**src/rtl/swdt_consts.svh**
```systemverilog
// Purpose: offsets, fields, reset values and timing counts of the system watchdog
// Assumes: 25 MHz clock, Avalon-MM word addressing of 32-bit registers
// Notes:   definitions only
`ifndef SWDT_CONSTS_SVH
`define SWDT_CONSTS_SVH

`define SWDT_CLK_HZ         25000000
`define SWDT_SEC_NS         1000000000
`define SWDT_CLK_NS         40
`define SWDT_SEC_CYCLES     (`SWDT_SEC_NS / `SWDT_CLK_NS)
`define SWDT_MIN_SECONDS    60
`define SWDT_FLASH_SECONDS  1

`define SWDT_ADDR_CMD       4'h0
`define SWDT_ADDR_TIMEOUT   4'h1
`define SWDT_ADDR_STATUS    4'h2
`define SWDT_ADDR_IRQ_STAT  4'h3
`define SWDT_ADDR_IRQ_MASK  4'h4
`define SWDT_ADDR_COUNT     4'h5

`define SWDT_CMD_INIT       3'h1
`define SWDT_CMD_SET        3'h2
`define SWDT_CMD_START      3'h3
`define SWDT_CMD_RELOAD     3'h4
`define SWDT_CMD_STOP       3'h5

`define SWDT_UNIT_SEC       8'h00
`define SWDT_UNIT_MIN       8'h01

`define SWDT_IRQ_FAIL_BIT   0
`define SWDT_IRQ_EXPIRE_BIT 1
`define SWDT_IRQ_WIDTH      2

`define SWDT_RST_TICKS      8'h01
`define SWDT_RST_PULSE      16'h0010

`endif

```
**src/rtl/swdt_pkg.sv**
```systemverilog
// Purpose: shared types of the system watchdog
// Assumes: constants live in swdt_consts.svh
// Notes:   no logic here
package swdt_pkg;

  typedef enum logic [1:0] {
    SWDT_ST_IDLE  = 2'b00,
    SWDT_ST_READY = 2'b01,
    SWDT_ST_RUN   = 2'b10,
    SWDT_ST_FIRED = 2'b11
  } swdt_state_t;

  typedef struct packed {
    logic [7:0] ticks;
    logic       minutes;
  } swdt_timeout_t;

  typedef struct packed {
    logic       init_done;
    logic       running;
    logic       last_ok;
    logic       fired;
  } swdt_status_t;

endpackage

```
**src/rtl/swdt_timebase.sv**
```systemverilog
// Purpose: one-second enable pulse from the system clock
// Assumes: clock at 25 MHz
// Notes:   restarts on clear so a fresh countdown gets full seconds
`include "swdt_consts.svh"
`timescale 1ns/1ns
module swdt_timebase #(
  parameter int unsigned SEC_CYCLES = `SWDT_SEC_CYCLES
) (
  // clock and reset
  input  wire logic clk_i,
  input  wire logic rst_n_i,
  // control
  input  wire logic clear_i,
  output logic      sec_o
);

  logic [31:0] cnt;
  logic [31:0] next_cnt;
  logic        next_sec;

  always_comb begin
    next_cnt = cnt + 32'h0000_0001;
    next_sec = 1'b0;
    if (clear_i) begin
      next_cnt = 32'h0000_0000;
    end else if (cnt == 32'(SEC_CYCLES - 1)) begin
      next_cnt = 32'h0000_0000;
      next_sec = 1'b1;
    end
  end

  always_ff @(posedge clk_i) begin
    if (!rst_n_i) begin
      cnt   <= 32'h0000_0000;
      sec_o <= 1'b0;
    end else begin
      cnt   <= next_cnt;
      sec_o <= next_sec;
    end
  end

endmodule // swdt_timebase

```
**src/rtl/swdt_top.sv**
```systemverilog
// Purpose: system watchdog with command register, countdown and system reset output
// Assumes: Avalon-MM slave, word addresses, one waitrequest cycle on every access
// Notes:   commands are written to the command register; outcome shows in status
`include "swdt_consts.svh"
`timescale 1ns/1ns
module swdt_top #(
  parameter int unsigned SEC_CYCLES  = `SWDT_SEC_CYCLES,
  parameter int unsigned MIN_SECONDS = `SWDT_MIN_SECONDS
) (
  // clock and reset
  input  wire logic        clk_i,
  input  wire logic        rst_n_i,
  // avalon-mm slave
  input  wire logic [3:0]  avs_address_i,
  input  wire logic        avs_read_i,
  input  wire logic        avs_write_i,
  input  wire logic [31:0] avs_writedata_i,
  output logic [31:0]      avs_readdata_o,
  output logic             avs_waitrequest_o,
  // system side
  output logic             sys_reset_o,
  output logic             led_o,
  output logic             irq_o
);

  swdt_pkg::swdt_state_t   state;
  swdt_pkg::swdt_state_t   next_state;
  swdt_pkg::swdt_timeout_t timeout;
  swdt_pkg::swdt_timeout_t next_timeout;
  logic [7:0]  ticks_left;
  logic [7:0]  next_ticks_left;
  logic [5:0]  secs_left;
  logic [5:0]  next_secs_left;
  logic        last_ok;
  logic        next_last_ok;
  logic [15:0] rst_cnt;
  logic [15:0] next_rst_cnt;
  logic [1:0]  irq_stat;
  logic [1:0]  next_irq_stat;
  logic [1:0]  irq_mask;
  logic [1:0]  next_irq_mask;
  logic        led;
  logic        next_led;
  logic        served;
  logic        next_served;
  logic [31:0] next_rdata;
  logic        sec_tick;
  logic        tb_clear;
  logic        cmd_we;
  logic [2:0]  cmd;
  logic        ev_fail;
  logic        ev_expire;

  // seconds per tick minus one for the chosen unit
  function automatic logic [5:0] unit_secs(input logic minutes);
    unit_secs = minutes ? 6'(MIN_SECONDS - 1) : 6'h00;
  endfunction

  // answer on the second cycle: waitrequest high in the request cycle
  assign cmd_we = avs_write_i && served && (avs_address_i == `SWDT_ADDR_CMD);
  assign cmd    = avs_writedata_i[2:0];

  swdt_timebase #(
    .SEC_CYCLES (SEC_CYCLES)
  ) u_timebase (
    .clk_i   (clk_i),
    .rst_n_i (rst_n_i),
    .clear_i (tb_clear),
    .sec_o   (sec_tick)
  );

  always_comb begin
    next_state      = state;
    next_timeout    = timeout;
    next_ticks_left = ticks_left;
    next_secs_left  = secs_left;
    next_last_ok    = last_ok;
    next_rst_cnt    = rst_cnt;
    next_led        = led;
    tb_clear        = 1'b0;
    ev_fail         = 1'b0;
    ev_expire       = 1'b0;
    if (cmd_we) begin
      next_last_ok = 1'b1;
      if (state == swdt_pkg::SWDT_ST_IDLE && cmd != `SWDT_CMD_INIT) begin
        next_last_ok = 1'b0;
      end else begin
        unique case (cmd)
          `SWDT_CMD_INIT: begin
            if (state == swdt_pkg::SWDT_ST_IDLE) begin
              next_state = swdt_pkg::SWDT_ST_READY;
            end
          end
          `SWDT_CMD_SET: begin
            if (avs_writedata_i[15:8] == 8'h00 ||
                (avs_writedata_i[23:16] != `SWDT_UNIT_SEC &&
                 avs_writedata_i[23:16] != `SWDT_UNIT_MIN)) begin
              next_last_ok = 1'b0;
            end else begin
              next_timeout.ticks   = avs_writedata_i[15:8];
              next_timeout.minutes = avs_writedata_i[16];
            end
          end
          `SWDT_CMD_START, `SWDT_CMD_RELOAD: begin
            if (cmd == `SWDT_CMD_RELOAD && state != swdt_pkg::SWDT_ST_RUN) begin
              next_last_ok = 1'b0;
            end else begin
              next_state      = swdt_pkg::SWDT_ST_RUN;
              next_ticks_left = timeout.ticks;
              next_secs_left  = unit_secs(timeout.minutes);
              tb_clear        = 1'b1;
            end
          end
          `SWDT_CMD_STOP: begin
            if (state == swdt_pkg::SWDT_ST_RUN) begin
              next_state = swdt_pkg::SWDT_ST_READY;
            end
            next_led = 1'b0;
          end
          default: begin
            next_last_ok = 1'b0;
          end
        endcase
      end
      ev_fail = !next_last_ok;
    end else if (state == swdt_pkg::SWDT_ST_RUN && sec_tick) begin
      next_led = !led;
      if (secs_left != 6'h00) begin
        next_secs_left = secs_left - 6'h01;
      end else if (ticks_left != `SWDT_RST_TICKS) begin
        next_ticks_left = ticks_left - 8'h01;
        next_secs_left  = unit_secs(timeout.minutes);
      end else begin
        next_state   = swdt_pkg::SWDT_ST_FIRED;
        next_rst_cnt = `SWDT_RST_PULSE;
        next_led     = 1'b0;
        ev_expire    = 1'b1;
      end
    end else if (state == swdt_pkg::SWDT_ST_FIRED) begin
      if (rst_cnt != 16'h0000) begin
        next_rst_cnt = rst_cnt - 16'h0001;
      end else begin
        next_state = swdt_pkg::SWDT_ST_READY;
      end
    end
  end

  always_comb begin
    next_served   = (avs_read_i || avs_write_i) && !served;
    next_irq_mask = irq_mask;
    next_irq_stat = irq_stat;
    // hold the last answer until the next read is served
    next_rdata    = avs_readdata_o;
    if (avs_write_i && served && avs_address_i == `SWDT_ADDR_IRQ_MASK) begin
      next_irq_mask = avs_writedata_i[1:0];
    end
    if (avs_write_i && served && avs_address_i == `SWDT_ADDR_IRQ_STAT) begin
      next_irq_stat = irq_stat & ~avs_writedata_i[1:0];
    end
    // set wins over clear
    next_irq_stat[`SWDT_IRQ_FAIL_BIT]   = next_irq_stat[`SWDT_IRQ_FAIL_BIT] | ev_fail;
    next_irq_stat[`SWDT_IRQ_EXPIRE_BIT] = next_irq_stat[`SWDT_IRQ_EXPIRE_BIT] | ev_expire;
    if (avs_read_i && !served) begin
      unique case (avs_address_i)
        `SWDT_ADDR_TIMEOUT:  next_rdata = {15'h0000, timeout.minutes, timeout.ticks, 8'h00};
        `SWDT_ADDR_STATUS:   next_rdata = {28'h000_0000,
                                           state == swdt_pkg::SWDT_ST_FIRED, last_ok,
                                           state == swdt_pkg::SWDT_ST_RUN,
                                           state != swdt_pkg::SWDT_ST_IDLE};
        `SWDT_ADDR_IRQ_STAT: next_rdata = {30'h0000_0000, irq_stat};
        `SWDT_ADDR_IRQ_MASK: next_rdata = {30'h0000_0000, irq_mask};
        `SWDT_ADDR_COUNT:    next_rdata = {18'h0_0000, secs_left, ticks_left};
        default:             next_rdata = 32'h0000_0000;
      endcase
    end
  end

  always_ff @(posedge clk_i) begin
    if (!rst_n_i) begin
      state             <= swdt_pkg::SWDT_ST_IDLE;
      timeout           <= '{ticks: 8'hFF, minutes: 1'b0};
      ticks_left        <= 8'h00;
      secs_left         <= 6'h00;
      last_ok           <= 1'b1;
      rst_cnt           <= 16'h0000;
      led               <= 1'b0;
      served            <= 1'b0;
      irq_stat          <= 2'b00;
      irq_mask          <= 2'b00;
      avs_readdata_o    <= 32'h0000_0000;
      avs_waitrequest_o <= 1'b1;
      sys_reset_o       <= 1'b0;
      led_o             <= 1'b0;
      irq_o             <= 1'b0;
    end else begin
      state             <= next_state;
      timeout           <= next_timeout;
      ticks_left        <= next_ticks_left;
      secs_left         <= next_secs_left;
      last_ok           <= next_last_ok;
      rst_cnt           <= next_rst_cnt;
      led               <= next_led;
      served            <= next_served;
      irq_stat          <= next_irq_stat;
      irq_mask          <= next_irq_mask;
      avs_readdata_o    <= next_rdata;
      avs_waitrequest_o <= !next_served;
      sys_reset_o       <= (next_state == swdt_pkg::SWDT_ST_FIRED);
      led_o             <= next_led;
      irq_o             <= |(next_irq_stat & next_irq_mask);
    end
  end

endmodule // swdt_top

```
**config.mk**
```make
export PLATFORM = sky130hd
export DESIGN_NAME = swdt_top
export DESIGN_NICKNAME = d
export VERILOG_FILES = /design/src/rtl/swdt_pkg.sv /design/src/rtl/swdt_timebase.sv /design/src/rtl/swdt_top.sv
export VERILOG_INCLUDE_DIRS = /design/src /design/src/rtl
export SDC_FILE = /design/constraint.sdc
export NUM_CORES = 1
export LEC_CHECK = 0
export ABC_AREA = 1
export BUFFER_PORTS_ARGS = -buffer_cell sky130_fd_sc_hd__buf_2
export CAP_MARGIN = 20
export CELL_PAD_IN_SITES_DETAIL_PLACEMENT = 1
export CELL_PAD_IN_SITES_GLOBAL_PLACEMENT = 2
export CORE_MARGIN = 10
export CORE_UTILIZATION = 32
export CTS_CLUSTER_DIAMETER = 30
export DETAILED_ROUTE_END_ITERATION = 12
export GPL_TIMING_DRIVEN = 0
export PLACE_DENSITY = 0.8
export SYNTH_ARGS = -nofsm -noshare
export SYNTH_HDL_FRONTEND = slang
export SYNTH_SLANG_ARGS = --single-unit
```
**constraint.sdc**
```tcl
create_clock -name clk_i -period 2.1 [get_ports clk_i]
set_input_delay 0.42 -clock clk_i [delete_from_list [all_inputs] [get_ports clk_i]]
set_output_delay 0.42 -clock clk_i [all_outputs]
set_load 0.02 [all_outputs]
```
## Word-level counts from Yosys, hierarchy flattened

Index checks and enable logic that the tools add are counted.

| storage, ports and cells | value |
|---|---|
| register bits | 116 |
| input port bits | 40 |
| word-level logic and storage cells | 147 |

| operators by class | value |
|---|---|
| $add $sub $neg | 4 |
| equality and inequality tests | 25 |
| multiplexer cells | 54 |
| bitwise gates (word level) | 9 |
| reduce and logical (&&, ||, !) cells | 38 |

Operators by type and width:

| kind | count |
|---|---|
| one-hot mux 17 bit (5 select lines) | 1 |
| 2-to-1 mux 16 bit | 5 |
| 2-to-1 mux 8 bit | 7 |
| 2-to-1 mux 6 bit | 8 |
| adder 32 x 1 -> 32 bit (second input constant) | 1 |
| equality test 32 x 25 -> 1 bit (second input constant) | 1 |
| 2-to-1 mux 2 bit | 12 |
| 2-to-1 mux 1 bit | 19 |
| inequality test 8 x 1 -> 1 bit (second input constant) | 2 |
| nonzero test 16 bit | 1 |
| subtractor 16 x 1 -> 16 bit (second input constant) | 1 |
| inequality test 2 bit (second input constant) | 6 |
| logical AND 1 bit | 10 |
| AND reduction 5 bit | 2 |
| nonzero test 2 bit | 5 |
| equality test 4 x 2 -> 1 bit (second input constant) | 2 |
| equality test 4 x 3 -> 1 bit (second input constant) | 2 |
| logical NOT 8 bit | 1 |
| nonzero test 8 bit | 1 |
| OR reduction 2 bit | 4 |
| subtractor 8 x 1 -> 8 bit (second input constant) | 1 |
| equality test 2 bit (second input constant) | 3 |
| equality test 3 x 2 -> 1 bit (second input constant) | 2 |
| equality test 3 bit (second input constant) | 2 |
| 21 further kinds | 31 |

## Depth between registers and ports, before layout

| depth | value |
|---|---|
| depth in word-level cells | 12 |
| depth in mapped cells | 12 |

## Modules after synthesis

A second synthesis with hierarchy kept.

| unflattened totals | value |
|---|---|
| cells, all modules | 925 |
| area total of the unflattened synthesis | 5,920.7 µm² |

Modules (own cells, without submodules):

| module | instances | cells an instance | area each (µm²) |
|---|---|---|---|
| swdt_top | 1 | 613 | 3,963.8 |
| swdt_timebase | 1 | 312 | 1,956.9 |

## Worst setup path after synthesis

OpenSTA, ideal clock, no wires.

| timing path | value |
|---|---|
| path kind | register to register |
| start | register rst_cnt[0] |
| end | register rst_cnt[11] |
| setup time | 0.138 ns |
| data arrival time | 1.426 ns |
| path slack | 0.536 ns |
| stages on the path, launching flop included | 11 |
| buffers on the path | 1 |
| period minus slack after synthesis | 1.564 ns |
| cell sequence | dfxtp_1 -> inv_1 -> ha_1 -> nand2_1 -> nor2_2 -> nand3_2 -> inv_2 -> nor2_8 -> buf_12 -> nand2_2 -> a21oi_2 |

| on the way | value |
|---|---|
| word-level cells in the longest chain between the ends | 4 |

Ends and longest elaborated chain:

| item | RTL line | text |
|---|---|---|
| start, declared | swdt_top.sv:36 | `logic [15:0] rst_cnt;` |
| start signal, assigned | swdt_top.sv:201 | `rst_cnt <= next_rst_cnt;` |
| subtractor 16 x 1 -> 16 bit | swdt_top.sv:141 | `next_rst_cnt = rst_cnt - 16'h0001;` |
| 2-to-1 mux 16 bit | swdt_top.sv:140 | `if (rst_cnt != 16'h0000) begin` |
| 2-to-1 mux 16 bit | swdt_top.sv:139 | `end else if (state == swdt_pkg::SWDT_ST_FIRED) begin` |
| 2-to-1 mux 16 bit | swdt_top.sv:126 | `end else if (state == swdt_pkg::SWDT_ST_RUN && sec_tick) begin` |

Several ways; a longest one is shown, not always the timed one. The select of a mux whose other input is x is not followed.
A chain may end at the register's enable or synchronous reset.

## Worst setup path in the final report

| timing path | value |
|---|---|
| start | register rst_cnt[0] |
| end | register rst_cnt[7] |

Same word-level chain as after synthesis.

==> out/qor.txt <==
ROUTE
----------------------------------------------------------------------------
Number of vias in the routed layout ...........................        5,796
Routed wire per std cell ......................................      15.5 um
Number of nets with antenna violations after detailed routing .            0
Initial DRT Pass Iterations ...................................            4
Via-to-Cell Ratio .............................................         4.77
Post-detailed-routing wire length .............................    18,800 um
Remaining design rule violation count .........................            0
Initial DRC Count .............................................          169

PWR
----------------------------------------------------------------------------
Seq pwr share .................................................        0.492
Power per standard cell area ..................................  585 nW/um^2
Internal power ................................................    0.00301 W
Net switching component of the power ..........................   0.000948 W
Proportion of power drawn by combinational gates ..............        0.068
Clock network fraction of design power ........................        0.440
Worst vdd ir ..................................................       476 uV
Lkg Pwr .......................................................      2.82 nW
Switching power as a share of total power .....................        0.239

TIMING
----------------------------------------------------------------------------
Max-slew violations ...........................................            0
Slew at the pin closest to its max-slew limit .................     0.756 ns
Fin. Hold Viols ...............................................            0
Share of the clock period used by the worst path after layout .        0.901
Crit path setup slack, layout .................................     0.207 ns
Highest clock rate ............................................    0.528 GHz
Unrepaired setup endpoints after global routing ...............           no
Final period demand of the worst path .........................      1.89 ns
Remaining max-slew budget at the tightest pin .................        0.496
Hold slack ....................................................     0.294 ns
Setup-failing EPs final .......................................            0
Worst Skew ....................................................    0.0105 ns

FLOORPLAN
----------------------------------------------------------------------------
Die width .....................................................       156 um
Site row count ................................................           49
Core Area .....................................................  18,000 um^2
Die Ht ........................................................       156 um
Die footprint .................................................  24,200 um^2
Boundary Pins .................................................           76
Starting utilization of the core area .........................        0.326

PLACEMENT
----------------------------------------------------------------------------
Post-detailed-placement half-perimeter wirelength .............    14,900 um
Minimum setup slack after placement ...........................   -0.0964 ns
Gpl congestion ................................................        0.814
Count of buffers inserted at the top-level ports ..............           47

RUN
----------------------------------------------------------------------------
Max-cap violation count .......................................            0

MIN PATH
----------------------------------------------------------------------------
Path type of the worst min-delay path .........................    in -> reg

SETUP PATH
----------------------------------------------------------------------------
Biggest fanout along the worst timing path ....................           10
Arrival time worst endpoint ...................................      2.17 ns
Crit-path cells ............................................... inv_1 > ha_2 > nand2_1 > nor2_2 > nand3_2 > nand3_2 > buf_4 > nand2_1 > a21oi_1
Slowest stage cell on the critical path ....................... sky130_fd_sc_hd__dfxtp_1
Worst setup EP type ...........................................     register
Critical Path RT ..............................................      2.37 ns
Type of origin of the critical path ...........................     register
Delay of the slowest critical-path stage ......................      0.32 ns
Crit Path Category ............................................   reg -> reg

CLOCK NETWORK
----------------------------------------------------------------------------
Clock root buffer ............................................. sky130_fd_sc_hd__clkbuf_16
Clock sink total ..............................................          101
Clock latency at the later pin of the worst-skew pair .........      0.35 ns
Buffer levels on the longest clock path .......................            2
Clk pin slew, worst setup/hold paths ..........................      0.07 ns
CTS tree ......................................................        built
Number of clock buffers inserted by TritonCTS .................            9
Post-CTS Hold Fix Bufs ........................................            0
H-tree depth ..................................................            3

LOGIC SYNTHESIS
----------------------------------------------------------------------------
Number of warnings reported in the yosys synthesis log ........            0
Sequential cell area fraction in the yosys report .............        0.344
Register bit count reported by yosys ..........................          101
Syn Std Cell Area .............................................    5880 um^2
Gate count of the mapped netlist ..............................          909
Unique cell type count in the Yosys netlist ...................           39
Average footprint of a synthesized cell .......................    6.47 um^2

CELLS AND AREA
----------------------------------------------------------------------------
Fillers .......................................................        2,423
Area growth from synthesis to layout ..........................        15.1%
Diode insertion count for antenna repair ......................            0
Util after Layout .............................................        0.375
Share of post-route cells with drive strength above 1 .........        0.155
Total number of nets in the final design ......................        1,027

GLOBAL ROUTING
----------------------------------------------------------------------------
Leftover overflow at the end of global routing ................            0
Number of global-route vias before repair .....................        5,880
Initial antenna violation count ...............................            0
Global-route wire length before repair ........................    30,600 um
Largest net degree at the start of global routing .............           16
Global-route usage over all layers ............................        0.155

RUN STATUS
----------------------------------------------------------------------------
Run status .................................................... finished, final reports clean

[registers in the layout (all words and copies together) (netlist names)]
register           count
u_timebase.cnt        32
avs_readdata_o        17
rst_cnt               16
timeout                9
ticks_left             8
secs_left              6
irq_mask               2
irq_stat               2
state                  2
avs_waitrequest_o      1
irq_o                  1
last_ok                1
led                    1
served                 1
sys_reset_o            1
u_timebase.sec_o       1
[kinds of logic after synthesis]
kind of cell / synth area share
compound gates: 0.111
flops: 0.344
other cells: 0.000638
simple gates: 0.394
fa+ha+maj: 0.0128
xor+xnor: 0.0328
buf+inv: 0.105
[area by class of cell]
cell class / instances / area, um^2 / share of cell area
clock buffers: 13 / 260 / 0.0385
well taps: 229 / 287 / 0.0423
flip-flops and latches: 101 / 2020 / 0.299
inverters: 101 / 382 / 0.0564
plain buffers: 34 / 233 / 0.0344
multi-input cells: 687 / 3300 / 0.488
clock inverters: 3 / 43.8 / 0.00647
repair buffers: 47 / 235 / 0.0348
[critical path: cells and delay by family (launching register included)]
kind            cells  cell delay (ns)
buf+inv             2             0.35
simple gates        5             0.72
compound gates      1             0.16
fa+ha+maj           1             0.26
flops               1             0.32
[metal layers]
layer / track usage / vias to the layer above / wire length [um]
met5: 0 / - / 0
met1: 0.206 / 2701 / 9360
met4: 0.0307 / 0 / 189
li1: - / 3003 / -
met3: 0.0328 / 14 / 647
met2: 0.254 / 78 / 8600
[through the flow]
step,setup TNS (ns),instances,instance area (um^2),power (W)
after floorplan,0,923,5930,0.00216
after detailed placement,-2.46,1199,6450,0.00226
after CTS,0,1215,6760,0.00403
after global routing,0,1215,6770,0.00413
after global placement,-2.27,1199,6450,0.00226
final,0,1215,6770,0.00396
[layout by cell type (no fill, tap or decap), types with 10 or more instances in the layout]
master	instances
sky130_fd_sc_hd__nor3_1	23
sky130_fd_sc_hd__buf_2	49
sky130_fd_sc_hd__nand3_1	48
sky130_fd_sc_hd__nand2_2	20
sky130_fd_sc_hd__a21oi_2	10
sky130_fd_sc_hd__inv_1	91
sky130_fd_sc_hd__nor2_1	146
sky130_fd_sc_hd__xor2_1	14
sky130_fd_sc_hd__o21ai_0	37
sky130_fd_sc_hd__conb_1	15
sky130_fd_sc_hd__buf_4	21
sky130_fd_sc_hd__clkbuf_1	11
sky130_fd_sc_hd__dfxtp_1	100
sky130_fd_sc_hd__nand4_1	15
sky130_fd_sc_hd__nand2_1	243
sky130_fd_sc_hd__a21oi_1	49
[synthesized netlist by cell type]
library cell | n | area, um^2
sky130_fd_sc_hd__nand2_1 | 243 | 912
sky130_fd_sc_hd__nor2_1 | 146 | 548
sky130_fd_sc_hd__dfxtp_1 | 101 | 2020
sky130_fd_sc_hd__inv_1 | 92 | 345
sky130_fd_sc_hd__a21oi_1 | 49 | 245
sky130_fd_sc_hd__nand3_1 | 49 | 245
sky130_fd_sc_hd__o21ai_0 | 38 | 190
sky130_fd_sc_hd__nor3_1 | 23 | 115
sky130_fd_sc_hd__buf_4 | 21 | 158
sky130_fd_sc_hd__nand2_2 | 20 | 125
sky130_fd_sc_hd__nand4_1 | 15 | 93.8
sky130_fd_sc_hd__xor2_1 | 14 | 123
sky130_fd_sc_hd__a21oi_2 | 10 | 87.6
sky130_fd_sc_hd__clkbuf_1 | 9 | 33.8
sky130_fd_sc_hd__nor2_2 | 9 | 56.3
sky130_fd_sc_hd__o211ai_1 | 9 | 67.6
sky130_fd_sc_hd__xnor2_1 | 8 | 70.1
sky130_fd_sc_hd__ha_1 | 6 | 75.1
sky130_fd_sc_hd__inv_2 | 6 | 22.5
sky130_fd_sc_hd__o22ai_1 | 6 | 37.5
sky130_fd_sc_hd__or2_2 | 4 | 25.0
sky130_fd_sc_hd__nand3_2 | 3 | 30.0
sky130_fd_sc_hd__nor2_4 | 3 | 33.8
sky130_fd_sc_hd__nor4_1 | 3 | 18.8
sky130_fd_sc_hd__buf_2 | 2 | 10.0
sky130_fd_sc_hd__clkinv_1 | 2 | 7.51
sky130_fd_sc_hd__nand2_4 | 2 | 22.5
sky130_fd_sc_hd__nor2_8 | 2 | 40.0
sky130_fd_sc_hd__nor3_2 | 2 | 20.0
sky130_fd_sc_hd__nor3b_1 | 2 | 15.0
sky130_fd_sc_hd__o21ai_1 | 2 | 10.0
sky130_fd_sc_hd__a211o_1 | 1 | 8.76
sky130_fd_sc_hd__and3_1 | 1 | 6.26
sky130_fd_sc_hd__buf_12 | 1 | 20.0
sky130_fd_sc_hd__buf_6 | 1 | 11.3
sky130_fd_sc_hd__conb_1 | 1 | 3.75
sky130_fd_sc_hd__inv_4 | 1 | 6.26
sky130_fd_sc_hd__nand3b_1 | 1 | 7.51
sky130_fd_sc_hd__o21a_1 | 1 | 7.51
[timing repair]
item,in CTS,in global routing
buffers inserted,0,0
pin swaps,0,0
gates resized for setup,2,4
endpoints found under the setup margin,30,42
cloned,0,0
[final timing paths]
check,from,endpoint,slack (ns),cells after the start
max reg2reg,rst_cnt[0],rst_cnt[7],0.21,9
min,avs_writedata_i[14],timeout[7],0.29,3
max,rst_cnt[0],rst_cnt[7],0.21,9
min reg2reg,avs_readdata_o[9],avs_readdata_o[9],0.46,2
[power groups by stage]
stage / Clock [W] / Sequential (W) / Combinational [W]
CTS: 0.00181 / 0.00195 / 0.000271
global route: 0.00188 / 0.00195 / 0.000301
global placement: 0 / 0.00199 / 0.000267
detailed placement: 0 / 0.00199 / 0.000269
floorplan: 0 / 0.00200 / 0.000154
finish: 0.00174 / 0.00195 / 0.000270
Power figures use the tool's default switching activity.
